$ cat src/inc/tnco_pkg.sv
// Package with register map, field layout and reset values of the timing oscillator control
package tnco_pkg;
	localparam logic [7:0]  ADDR_CONFIG      = 8'h2C;
	localparam logic [7:0]  ADDR_FREQ_HOLD   = 8'h30;
	localparam logic [7:0]  ADDR_PHASE_HOLD  = 8'h34;
	localparam logic [7:0]  ADDR_FREQ_STROBE = 8'h38;
	localparam logic [7:0]  ADDR_PHASE_STROBE= 8'h3C;
	localparam logic [7:0]  ADDR_STATUS      = 8'h40;
	localparam logic [7:0]  ADDR_ACC         = 8'h44;
	localparam int          CFG_SYNC_EN_BIT  = 5;
	localparam int          CFG_OFS_W_HI     = 4;
	localparam int          CFG_OFS_W_LO     = 3;
	localparam int          CFG_OFS_EN_BIT   = 2;
	localparam int          CFG_CLR_ACC_BIT  = 1;
	localparam int          CFG_LOAD_ZERO_BIT= 0;
	localparam int          CFG_WIDTH        = 6;
	localparam int          PHASE_WIDTH      = 8;
	localparam logic [31:0] CONFIG_RESET     = 32'h0000_0000;
	localparam logic [31:0] FREQ_RESET       = 32'h0000_0000;
	localparam logic [7:0]  PHASE_RESET      = 8'h00;
	localparam logic [1:0]  OFS_W8           = 2'h0;
	localparam logic [1:0]  OFS_W16          = 2'h1;
	localparam logic [1:0]  OFS_W24          = 2'h2;
	localparam logic [1:0]  OFS_W32          = 2'h3;
endpackage

$ cat src/design/tnco_ctrl.sv
// Timing oscillator control: APB registers, holding/active transfer, phase accumulator
// Behaviour
// All configuration, frequency and phase words live in the single pclk domain.
// Sync enable bit 5 clear: external sync input has no effect.
// Sync enable set and sync asserted: both held words copy to active registers.
// Config bits 4-3 select 8, 16, 24 or 32 offset frequency bits.
// Config bit 2 clear feeds zero offset; set passes the offset through.
// Config bit 1 set forces accumulator feedback to zero.
// Config bit 0 set: frequency strobe or sync load also zeroes accumulator feedback.
// Center frequency is a full 32-bit word, software scales it.
// Frequency hold reaches active only via frequency strobe or qualifying sync.
// Phase offset is an 8-bit field, signed or offset binary by software.
// Phase hold reaches active only via phase strobe or qualifying sync.
// Any write to frequency strobe moves held frequency to active.
// Any write to phase strobe moves held phase to active.
// Per sample add frequency plus gated offset, then add phase offset.
//
// Implementation choices: the placing of the registers and the APB slave port.
`timescale 1ns/1ns
`default_nettype none
module tnco_ctrl #(
	parameter int ACC_WIDTH = 32
) (
	input  wire logic        pclk,
	input  wire logic        presetn,
	input  wire logic        psel,
	input  wire logic        penable,
	input  wire logic        pwrite,
	input  wire logic [7:0]  paddr,
	input  wire logic [31:0] pwdata,
	output logic      [31:0] prdata,
	output logic             pready,
	output logic             pslverr,
	input  wire logic        external_sync_input,
	input  wire logic        sample_strobe,
	input  wire logic [31:0] offset_freq,
	output logic      [31:0] phase_out,
	output logic             phase_valid,
	output logic      [31:0] active_freq,
	output logic      [7:0]  active_phase
);
	logic [tnco_pkg::CFG_WIDTH-1:0]   config_reg;
	logic [31:0]                      freq_hold_reg;
	logic [tnco_pkg::PHASE_WIDTH-1:0] phase_hold_reg;
	logic [ACC_WIDTH-1:0]             acc_reg;
	logic                             zero_pend_reg;
	logic                             sync_pulse;
	logic                             sync_load;
	logic                             wr_en;
	logic                             rd_en;
	logic                             freq_strobe;
	logic                             phase_strobe;
	logic                             addr_ok;
	logic [31:0]                      gated_ofs;
	logic [31:0]                      rd_data;
	logic [31:0]                      acc_feedback;
	logic [31:0]                      acc_sum;

	tnco_sync u_sync (
		.pclk       (pclk),
		.presetn    (presetn),
		.async_in   (external_sync_input),
		.rise_pulse (sync_pulse)
	);

	tnco_ofs_gate u_ofs (
		.pclk      (pclk),
		.presetn   (presetn),
		.ofs_in    (offset_freq),
		.width_sel (config_reg[tnco_pkg::CFG_OFS_W_HI:tnco_pkg::CFG_OFS_W_LO]),
		.enable    (config_reg[tnco_pkg::CFG_OFS_EN_BIT]),
		.ofs_out   (gated_ofs)
	);

	// Zero-wait APB slave: access phase completes in its first cycle
	assign wr_en = psel & penable & pwrite;
	assign rd_en = psel & penable & ~pwrite;
	assign freq_strobe  = wr_en & (paddr == tnco_pkg::ADDR_FREQ_STROBE);
	assign phase_strobe = wr_en & (paddr == tnco_pkg::ADDR_PHASE_STROBE);
	assign sync_load    = sync_pulse & config_reg[tnco_pkg::CFG_SYNC_EN_BIT];

	always_comb begin
		addr_ok = 1'b1;
		rd_data = 32'h0000_0000;
		unique case (paddr)
			tnco_pkg::ADDR_CONFIG:       rd_data = {26'h0, config_reg};
			tnco_pkg::ADDR_FREQ_HOLD:    rd_data = freq_hold_reg;
			tnco_pkg::ADDR_PHASE_HOLD:   rd_data = {24'h0, phase_hold_reg};
			tnco_pkg::ADDR_FREQ_STROBE:  rd_data = active_freq;
			tnco_pkg::ADDR_PHASE_STROBE: rd_data = {24'h0, active_phase};
			tnco_pkg::ADDR_STATUS:       rd_data = {31'h0, zero_pend_reg};
			tnco_pkg::ADDR_ACC:          rd_data = acc_reg[ACC_WIDTH-1 -: 32];
			default:                     addr_ok = 1'b0;
		endcase
	end

	always_ff @(posedge pclk or negedge presetn) begin
		if (!presetn) begin
			prdata  <= 32'h0000_0000;
			pready  <= 1'b0;
			pslverr <= 1'b0;
		end else begin
			pready  <= psel & ~penable;
			pslverr <= psel & ~penable & ~addr_ok;
			if (psel & ~penable & ~pwrite) begin
				prdata <= rd_data;
			end
		end
	end

	// Register writes complete at the edge where pready is high
	always_ff @(posedge pclk or negedge presetn) begin
		if (!presetn) begin
			config_reg     <= tnco_pkg::CONFIG_RESET[tnco_pkg::CFG_WIDTH-1:0];
			freq_hold_reg  <= tnco_pkg::FREQ_RESET;
			phase_hold_reg <= tnco_pkg::PHASE_RESET;
		end else if (wr_en & pready) begin
			if (paddr == tnco_pkg::ADDR_CONFIG) begin
				config_reg <= pwdata[tnco_pkg::CFG_WIDTH-1:0];
			end
			if (paddr == tnco_pkg::ADDR_FREQ_HOLD) begin
				freq_hold_reg <= pwdata;
			end
			if (paddr == tnco_pkg::ADDR_PHASE_HOLD) begin
				phase_hold_reg <= pwdata[tnco_pkg::PHASE_WIDTH-1:0];
			end
		end
	end

	// Active registers change only on a strobe or a qualifying sync
	always_ff @(posedge pclk or negedge presetn) begin
		if (!presetn) begin
			active_freq  <= tnco_pkg::FREQ_RESET;
			active_phase <= tnco_pkg::PHASE_RESET;
		end else begin
			if ((freq_strobe & pready) | sync_load) begin
				active_freq <= freq_hold_reg;
			end
			if ((phase_strobe & pready) | sync_load) begin
				active_phase <= phase_hold_reg;
			end
		end
	end

	// Load-zero request is held until the next sample so no sample edge is missed
	always_ff @(posedge pclk or negedge presetn) begin
		if (!presetn) begin
			zero_pend_reg <= 1'b0;
		end else if (config_reg[tnco_pkg::CFG_LOAD_ZERO_BIT] &
		             ((freq_strobe & pready) | sync_load)) begin
			zero_pend_reg <= 1'b1;
		end else if (sample_strobe) begin
			zero_pend_reg <= 1'b0;
		end
	end

	always_comb begin
		if (config_reg[tnco_pkg::CFG_CLR_ACC_BIT] | zero_pend_reg) begin
			acc_feedback = 32'h0000_0000;
		end else begin
			acc_feedback = acc_reg[ACC_WIDTH-1 -: 32];
		end
		acc_sum = acc_feedback + active_freq + gated_ofs;
	end

	always_ff @(posedge pclk or negedge presetn) begin
		if (!presetn) begin
			acc_reg <= '0;
		end else if (sample_strobe) begin
			acc_reg[ACC_WIDTH-1 -: 32] <= acc_sum;
		end
	end

	always_ff @(posedge pclk or negedge presetn) begin
		if (!presetn) begin
			phase_out   <= 32'h0000_0000;
			phase_valid <= 1'b0;
		end else begin
			phase_valid <= sample_strobe;
			if (sample_strobe) begin
				phase_out <= acc_sum + {active_phase, 24'h00_0000};
			end
		end
	end
endmodule // tnco_ctrl
`default_nettype wire

$ cat src/design/tnco_ofs_gate.sv
// Offset frequency width mask and enable gate
`timescale 1ns/1ns
`default_nettype none
module tnco_ofs_gate (
	input  wire logic        pclk,
	input  wire logic        presetn,
	input  wire logic [31:0] ofs_in,
	input  wire logic [1:0]  width_sel,
	input  wire logic        enable,
	output logic      [31:0] ofs_out
);
	logic [31:0] mask;

	// Offset word is MSB aligned: the selected number of upper bits are kept
	always_comb begin
		unique case (width_sel)
			tnco_pkg::OFS_W8:  mask = 32'hFF00_0000;
			tnco_pkg::OFS_W16: mask = 32'hFFFF_0000;
			tnco_pkg::OFS_W24: mask = 32'hFFFF_FF00;
			tnco_pkg::OFS_W32: mask = 32'hFFFF_FFFF;
		endcase
	end

	always_ff @(posedge pclk or negedge presetn) begin
		if (!presetn) begin
			ofs_out <= 32'h0000_0000;
		end else begin
			ofs_out <= enable ? (ofs_in & mask) : 32'h0000_0000;
		end
	end
endmodule // tnco_ofs_gate
`default_nettype wire

$ cat src/design/tnco_sync.sv
// Two-flop synchroniser with rising-edge pulse for the external sync input
`timescale 1ns/1ns
`default_nettype none
module tnco_sync (
	input  wire logic pclk,
	input  wire logic presetn,
	input  wire logic async_in,
	output logic      rise_pulse
);
	logic meta_reg;
	logic sync_reg;
	logic last_reg;

	always_ff @(posedge pclk or negedge presetn) begin
		if (!presetn) begin
			meta_reg <= 1'b0;
			sync_reg <= 1'b0;
		end else begin
			meta_reg <= async_in;
			sync_reg <= meta_reg;
		end
	end

	// Edge taken from the second flop only; first flop stays private
	always_ff @(posedge pclk or negedge presetn) begin
		if (!presetn) begin
			last_reg   <= 1'b0;
			rise_pulse <= 1'b0;
		end else begin
			last_reg   <= sync_reg;
			rise_pulse <= sync_reg & ~last_reg;
		end
	end
endmodule // tnco_sync
`default_nettype wire

$ cat config.mk
export PLATFORM = sky130hd
export DESIGN_NAME = tnco_ctrl
export DESIGN_NICKNAME = d
export VERILOG_FILES = /design/src/inc/tnco_pkg.sv /design/src/design/tnco_ctrl.sv /design/src/design/tnco_ofs_gate.sv /design/src/design/tnco_sync.sv
export SDC_FILE = /design/constraint.sdc
export NUM_CORES = 1
export LEC_CHECK = 0
export BUFFER_PORTS_ARGS = -buffer_cell sky130_fd_sc_hd__buf_2
export CAP_MARGIN = 20
export CORE_MARGIN = 8
export CORE_UTILIZATION = 50
export DETAILED_ROUTE_END_ITERATION = 6
export PLACE_DENSITY = 0.77
export SETUP_SLACK_MARGIN = 0.2
export SLEW_MARGIN = 15
export SYNTH_ARGS = -nofsm -noshare
export SYNTH_HDL_FRONTEND = slang
export SYNTH_HIERARCHICAL = 1
export SYNTH_SLANG_ARGS = --single-unit
export TNS_END_PERCENT = 20
$ cat constraint.sdc
create_clock -name pclk -period 5.7 [get_ports pclk]
set_input_delay 0.57 -clock pclk [delete_from_list [all_inputs] [get_ports pclk]]
set_output_delay 0.57 -clock pclk [all_outputs]
set_load 0.02 [all_outputs]
# Yosys cells after proc, flatten, opt, wreduce, memory -nomap -nowiden
# Index checks and enable logic that the tools add are counted.
[word_totals]
input_bits = 79
rom_bits = 0
ram_bits = 0
output_inout_bits = 107
regBits = 222
n_memories = 0
latchBits = 0
[classes]
mux = 7
n_mul = 0
bitwise = 21
shifts = 0
add_sub_neg = 3
n_eq_ne = 10
n_lt_le_gt_ge = 0
reduce_logical = 6
div = 0
[ops]
columns = ["operator", "count"]
rows = [
  ["$pmux W32 S7", 1],
  ["$pmux W32 S4", 1],
  ["$add A32 B32 Y32", 3],
  ["$mux W32", 2],
  ["$eq A8 B6 Y1 const B", 5],
  ["$and A32 B32 Y32", 1],
  ["$eq A8 B7 Y1 const B", 2],
  ["$and A1 B1 Y1", 13],
  ["$reduce_or A7 Y1", 1],
  ["$reduce_and A2 Y1", 3],
  ["$eq A2 B2 Y1 const B", 2],
  ["$not A1 Y1", 4],
  ["$mux W1", 3],
  ["$or A1 B1 Y1", 3],
  ["$eq A2 B1 Y1 const B", 1],
  ["$logic_not A2 Y1", 1],
  ["$reduce_bool A2 Y1", 1],
]

# Longest topological paths before layout
# Gate-level depths: netlist of the first run.
[depth]
word_depth = 7
mapped_depth = 23
ltp_nobuf = 21

# Cells and area by module
# Netlist of the first run, hierarchy kept.
[by_module_without_submodules]
columns = ["mod", "cells_each", "n_inst", "area_each_um2"]
rows = [
  ["tnco_ctrl", 914, 1, 9862.0],
  ["tnco_ofs_gate", 70, 1, 1089.8],
  ["tnco_sync", 5, 1, 113.9],
]

# Least setup slack after synthesis of the first run
# OpenSTA, ideal clock, no wires.
[synth_path]
kind = "flip-flop to flip-flop"
start = "reg config_reg[1] (netlist name)"
end = "reg phase_out[31]"
t_arrival_ns = 4.942
path_slack_ns = 0.633
stages_incl_launch_ff = 21
cell_sequence = "dfrtp_1 nor2_1 clkbuf_1 and2_1 fa_1 ha_1 fa_1 a211oi_1 o211ai_1 a311oi_2 o211ai_1 a21boi_1 xnor2_1 ha_1 a21oi_1 o211ai_1 o41a_1 xor2_1 xnor2_1 xnor2_1 mux2_4"
[synth_between]
elab_chain_cells = 5
[synth_lines]
columns = ["element", "line", "source"]
rows = [
  ["start, declared", "tnco_ctrl.sv:42", "logic [tnco_pkg::CFG_WIDTH-1:0] config_reg;"],
  ["start signal, assigned", "tnco_ctrl.sv:114", "config_reg <= tnco_pkg::CONFIG_RESET[tnco_pkg::CFG_WIDTH-1:0];"],
  ["start signal, assigned", "tnco_ctrl.sv:119", "config_reg <= pwdata[tnco_pkg::CFG_WIDTH-1:0];"],
  ["$or A1 B1 Y1", "tnco_ctrl.sv:158", "if (config_reg[tnco_pkg::CFG_CLR_ACC_BIT] | zero_pend_reg) begin"],
  ["$mux W32", "tnco_ctrl.sv:158", ""],
  ["$add A32 B32 Y32 (2 in a row)", "tnco_ctrl.sv:163", "acc_sum = acc_feedback + active_freq + gated_ofs;"],
  ["named net acc_sum[25]", "tnco_ctrl.sv:57", "logic [31:0] acc_sum;"],
  ["$add A32 B32 Y32", "tnco_ctrl.sv:181", "phase_out <= acc_sum + {active_phase, 24'h00_0000};"],
  ["end signal, assigned", "tnco_ctrl.sv:181", ""],
  ["end, declared", "tnco_ctrl.sv:37", "output logic [31:0] phase_out,"],
]
# The timed path passes the listed nets, and every way through them passes these cells.
# A chain may end at the register's enable or synchronous reset.

# Final worst setup path of the first run
[layout_path]
start = "reg config_reg[1] (netlist name)"
end = "reg phase_out[30]"
# Same word-level chain as after synthesis.

==> flow_summary.json, run 1 <==
{
  "status": "complete, no violations",
  "leakage_nw": 6.66,
  "hold_viol_final": 0,
  "drtAntennaViolNets": 0,
  "crit_path_end_kind": "flop",
  "power_frac_clock": 0.407,
  "seqPwrFrac": 0.463,
  "fin_ws_ns": 0.549,
  "multi_input_area_mm2": 0.00570,
  "power.switching_mw": 0.869,
  "critPathRequiredTime_ns": 6.02,
  "gr-usage-all-layers": 0.224,
  "crit_chain": "nor2_1 > buf_4 > and2_1 > fa_1 > ha_1 > o21ai_0 > o21ai_1 > nand3_1 > a211oi_4 > o211ai_1 > a21o_1 > and2_1 > ha_1 > fa_1 > a21o_1 > a21o_1 > a21o_1 > a21oi_1 > xnor2_1 > mux2_2",
  "cts_root_buf": "clkbuf_16",
  "maxSlewViolCount": 0,
  "period_minus_slack_ns": 5.15,
  "first_iter_violations": 627,
  "drc": 0,
  "slowest_delay_ns": 0.42,
  "critical_path_class": "reg -> reg",
  "start_util": 0.509,
  "tightest_slew_ns": 0.955,
  "syn_area_mm2": 0.0111,
  "cpMostUsedCell": "a21o_1",
  "intPower_mw": 2.40,
  "placement.io_buffers": 185,
  "nets": 1284,
  "cts.path.max_buffers": 2,
  "grt_max_degree": 79,
  "synth_cell_type_count": 71,
  "fill_cells": 1819,
  "synth_top_area_cell": "dfrtp_1",
  "rows": 54,
  "clk_pin_slew_worst_paths_ns": 0.07,
  "syn_avg_cell_area_um2": 11.2,
  "synthArstFlopShare": 1.00,
  "clkLatencyLatePin_ns": 0.44,
  "wire_per_inst_um": 21.0,
  "numCtsBuffers": 17,
  "cp_max_fo": 10,
  "yosysWarnings": 6,
  "ys_ff_latch": 198,
  "cts_tree": "built",
  "n_antenna_cell": 0,
  "dp_hpwl_mm": 21.6,
  "grt_pass1_vias": 8400,
  "switching_share": 0.266,
  "relSlewSlack": 0.360,
  "htree_num_levels": 4,
  "syn2layout_area_growth_pct": 15.5,
  "holdBufCountCts": 0,
  "critPathLaunchType": "flop",
  "ios": 186,
  "setup_violations": 0,
  "timing.hold.ws_ns": 0.157,
  "dp_slack_ns": 0.294,
  "wl_mm": 30.0,
  "ir_worst_vdd_uv": 184,
  "yosysSeqAreaShare": 0.448,
  "worstHoldPathType": "in -> async",
  "firstDrtPassIters": 5,
  "cp_slowest_cell": "fa_1",
  "viasPerCell": 5.83,
  "tns_ns": 0,
  "rsz0062_at_grt": "no",
  "fin_crit_sh": 0.904,
  "final_util": 0.587,
  "overflow": 0,
  "final_cell_mix": "dfrtp_1, buf_2, mux2_2",
  "synth_area_leaders": "dfrtp_1, mux2_2, fa_1, ha_1, a21oi_1",
  "finClkSkew_ns": 0.0103,
  "power_density_mw_per_mm2": 256,
  "syn-instance-count": 989,
  "vias": 8317,
  "cts_sinks": 198,
  "regArea_mm2": 0.00495,
  "power.total_mw": 3.27,
  "dieHeight_um": 165,
  "synthFlopType": "dfrtp_1",
  "final_common_cell": "dfrtp_1",
  "dieArea_mm2": 0.0271,
  "core-area_mm2": 0.0218,
  "place.gp.congestion": 0.876,
  "share_comb_of_total_power": 0.130,
  "drive_gt1_frac": 0.319,
  "synth.top_cell.area_share": 0.448,
  "die_w_um": 165,
  "synth_edf_count": 0,
  "arrival_ns": 5.47,
  "cap_viol_max_count": 0,
  "fmax_mhz": 194,
  "syn_nets": 1138,
  "grt_pass1_wl_mm": 46.9,
  "antenna_found_initial": 1
}
==> metrics by stage <==
step                      area (µm²)  instances
after floorplan                11100        989
after global placement         12100       1393
after detailed placement       12100       1395
after CTS                      12700       1426
after global routing           12800       1427
final                          12800       1427
==> Yosys cell counts (8+ instances only) <==
| library cell | instances |
|---|---|
| a211oi_1 | 10 |
| a21o_1 | 18 |
| a21oi_1 | 89 |
| a221oi_1 | 8 |
| and2_1 | 36 |
| and3_1 | 15 |
| and4_1 | 9 |
| buf_2 | 13 |
| buf_4 | 25 |
| clkbuf_1 | 28 |
| dfrtp_1 | 198 |
| fa_1 | 33 |
| ha_1 | 37 |
| inv_1 | 19 |
| mux2_2 | 108 |
| mux2i_1 | 25 |
| nand2_1 | 31 |
| nand3_1 | 12 |
| nand4_1 | 11 |
| nor2_1 | 95 |
| nor2b_1 | 9 |
| nor3_1 | 15 |
| o211a_1 | 8 |
| o21ai_0 | 25 |
| xnor2_1 | 18 |
| xor2_1 | 8 |
==> worst paths after layout <==
path                                     start          endpoint  slack [ns]  depth (start not counted)
max                              config_reg[1]     phase_out[30]        0.55                         20
min                                    presetn        prdata[25]        0.16                          1
max reg2reg                      config_reg[1]     phase_out[30]        0.55                         20
min reg2reg                    u_sync/meta_reg   u_sync/sync_reg        0.35                          0
max in group asynchronous              presetn  freq_hold_reg[8]        4.21                          2
min in group pclk          external_sync_input   u_sync/meta_reg        0.24                          1
==> worst max-delay path: cells and delay by family, from the launching register on <==
family	cells	cell delay, ns
simple gates	4	0.70
buf+inv	1	0.19
fa+ha+maj	4	1.44
flops	1	0.37
xor+xnor	1	0.08
compound gates	9	2.00
mux	1	0.26
==> final cells by class <==
cell class | count | area share
flip-flops and latches | 198 | 0.388
multi-input cells | 700 | 0.446
repair buffers | 199 | 0.0835
well taps | 280 | 0.0274
inverters | 19 | 0.00558
clock inverters | 13 | 0.0158
clock buffers | 18 | 0.0336
==> cell families after synthesis <==
kind of cell             share of synthesized area
XOR/XNOR                                    0.0206
AND/OR/NAND/NOR                              0.117
adder cells (fa/ha/maj)                      0.102
multiplexers                                 0.144
buffers and inverters                       0.0415
flip-flops                                   0.448
AO/OA/AOI/OAI                                0.127
==> power groups by stage <==
| stage | clock [mW] | sequential (mW) | combinational (mW) |
|---|---|---|---|
| 2_1_floorplan | 0 | 1.59 | 0.218 |
| 3_3_place_gp | 0 | 1.54 | 0.418 |
| 3_5_place_dp | 0 | 1.54 | 0.425 |
| 4_1_cts | 1.35 | 1.52 | 0.428 |
| 5_1_grt | 1.41 | 1.52 | 0.466 |
| 6_report | 1.33 | 1.52 | 0.425 |
==> per-layer routing <==
metal  vias to the layer above  track usage  routed length, µm
li1                       3827            -                  -
met1                      4182        0.293              12800
met2                       268        0.362              14500
met3                        38       0.0613               2170
met4                         2       0.0565                506
met5                         -            0                 13
==> repair_timing <==
item                                    CTS  global route
endpoints found under the setup margin    0             3
gates resized for setup                   0             5
buffers inserted                          0             1
Power figures use the tool's default switching activity.
==> run 2, diff against run 1 <==
Settings changed: CORE_ASPECT_RATIO set to 2.
==> run 2 against run 1 <==
Effect of this change:
- flip-flop and latch count stayed put
- power is 1.7% lower
- sequential power about the same
- via count rose by 0.13%
- maximum frequency fell by 0.40%
- utilization decreased by 0.70 points
- hold slack barely moved
- die area rose by 1.1%
- first-iteration DRC count down 11%
- combinational power is 2% higher
- count of clock-buffer cells in the layout up 1
- non-clock buffer count grew 2
- critical path type unchanged
- largest power group unchanged
- highest routed layer is now met4
==> flow_summary.json, run 2 (synthesis gave the netlist of run 1 again) <==
{
  "status": "complete, no violations",
  "fin_crit_sh": 0.907,
  "leakage_nw": 6.64,
  "rsz0062_at_grt": "yes",
  "tightest_slew_ns": 1.01,
  "critPathRequiredTime_ns": 6.05,
  "relSlewSlack": 0.323,
  "rows": 77,
  "holdBufCountCts": 0,
  "drive_gt1_frac": 0.321,
  "drtAntennaViolNets": 0,
  "maxSlewViolCount": 0,
  "multi_input_area_mm2": 0.00569,
  "grt_max_degree": 111,
  "fmax_mhz": 193,
  "first_iter_violations": 558,
  "critical_path_class": "reg -> reg",
  "power_density_mw_per_mm2": 252,
  "crit_path_end_kind": "flop",
  "overflow": 0,
  "numCtsBuffers": 17,
  "htree_num_levels": 4,
  "grt_pass1_vias": 8819,
  "firstDrtPassIters": 4,
  "slowest_delay_ns": 0.51,
  "syn2layout_area_growth_pct": 15.2,
  "ios": 186,
  "cts_root_buf": "clkbuf_16",
  "placement.io_buffers": 185,
  "worstHoldPathType": "in -> async",
  "dp_hpwl_mm": 23.4,
  "cts_tree": "built",
  "cap_viol_max_count": 0,
  "cp_max_fo": 12,
  "ir_worst_vdd_uv": 150,
  "period_minus_slack_ns": 5.17,
  "grt_pass1_wl_mm": 48.5,
  "regArea_mm2": 0.00495,
  "fill_cells": 1907,
  "antenna_found_initial": 0,
  "core-area_mm2": 0.0220,
  "n_antenna_cell": 0,
  "arrival_ns": 5.52,
  "crit_start": "config_reg[1]",
  "vias": 8328,
  "gr-usage-all-layers": 0.233,
  "start_util": 0.504,
  "design_area_mm2": 0.0127,
  "die_w_um": 121,
  "final_cell_mix": "dfrtp_1, buf_2, mux2_2",
  "cp_slowest_cell": "fa_1",
  "crit_chain": "nor2_2 > buf_4 > and2_1 > fa_1 > fa_1 > a211oi_2 > o211ai_1 > a311oi_2 > o211ai_1 > a21boi_1 > xnor2_1 > ha_1 > a21oi_1 > o211ai_1 > o41a_1 > xor2_1 > xnor2_1 > xnor2_1 > mux2_4",
  "hold_viol_final": 0,
  "drc": 0,
  "timing.hold.ws_ns": 0.157,
  "cts_sinks": 198,
  "cts.path.max_buffers": 2,
  "clk_pin_slew_worst_paths_ns": 0.08,
  "dieArea_mm2": 0.0274,
  "viasPerCell": 5.84,
  "clkLatencyLatePin_ns": 0.46,
  "dieHeight_um": 226,
  "place_area_mm2": 0.0121,
  "place.gp.congestion": 0.888,
  "nets": 1286,
  "tns_ns": 0,
  "r2r-start": "config_reg[1]",
  "wire_per_inst_um": 21.7,
  "critPathLaunchType": "flop",
  "final_common_cell": "dfrtp_1",
  "finClkSkew_ns": 0.0120,
  "wl_mm": 30.9,
  "setup_violations": 0
}
## run 2: power breakdown
group,internal [mW],leakage [nW],switching [mW]
sequential,1.47,2.65,0.0451
combinational,0.157,3.70,0.276
clock,0.684,0.293,0.583
## run 2: final timing paths
kind                                         to  slack [ns]  depth (start not counted)
worst max-delay path              phase_out[31]        0.53                         19
worst min-delay path                  prdata[8]        0.16                          1
worst max register to register    phase_out[31]        0.53                         19
worst min register to register  u_sync/sync_reg        0.36                          0
max in group asynchronous         phase_out[29]        4.46                          2
min in group pclk               u_sync/meta_reg        0.22                          1
## run 2: through the flow
| step | total power [mW] | instances | utilization | worst slack, ns |
|---|---|---|---|---|
| 6_report | 3.21 | 1426 | 0.580 | 0.529 |
| 3_5_place_dp | 1.98 | 1392 | 0.551 | 0.358 |
| 3_3_place_gp | 1.97 | 1392 | 0.551 | 0.433 |
| 2_1_floorplan | 1.80 | 989 | - | 0.633 |
| 4_1_cts | 3.24 | 1424 | 0.579 | 0.327 |
| 5_1_grt | 3.33 | 1426 | 0.580 | 0.199 |
## run 2: layout make-up
cell class,count,share of cell area
sequential,198,0.389
clock inverter,13,0.0130
timing repair buffer,201,0.0837
multi-input combinational,700,0.446
tap,276,0.0271
clock buffer,19,0.0355
inverter,19,0.00559
## run 2: timing repair
action,CTS,global route
gates resized for setup,0,3
buffers inserted,0,2
endpoints found under the setup margin,0,2
## run 2: metal layers
| metal | vias to the layer above | track usage | wire, µm |
|---|---|---|---|
| met4 | 0 | 0.123 | 1290 |
| met1 | 4182 | 0.245 | 11100 |
| met5 | - | 0 | 0 |
| met2 | 246 | 0.430 | 17000 |
| met3 | 58 | 0.0389 | 1480 |
| li1 | 3842 | - | - |
## run 2: critical path, delay by kind of cell (launching register included)
family                   cells  cell delay, ns
multiplexers                 1            0.26
flip-flops                   1            0.44
adder cells (fa/ha/maj)      3            1.29
XOR/XNOR                     4            0.69
AO/OA/AOI/OAI                8            1.89
buffers and inverters        1            0.19
AND/OR/NAND/NOR              2            0.31
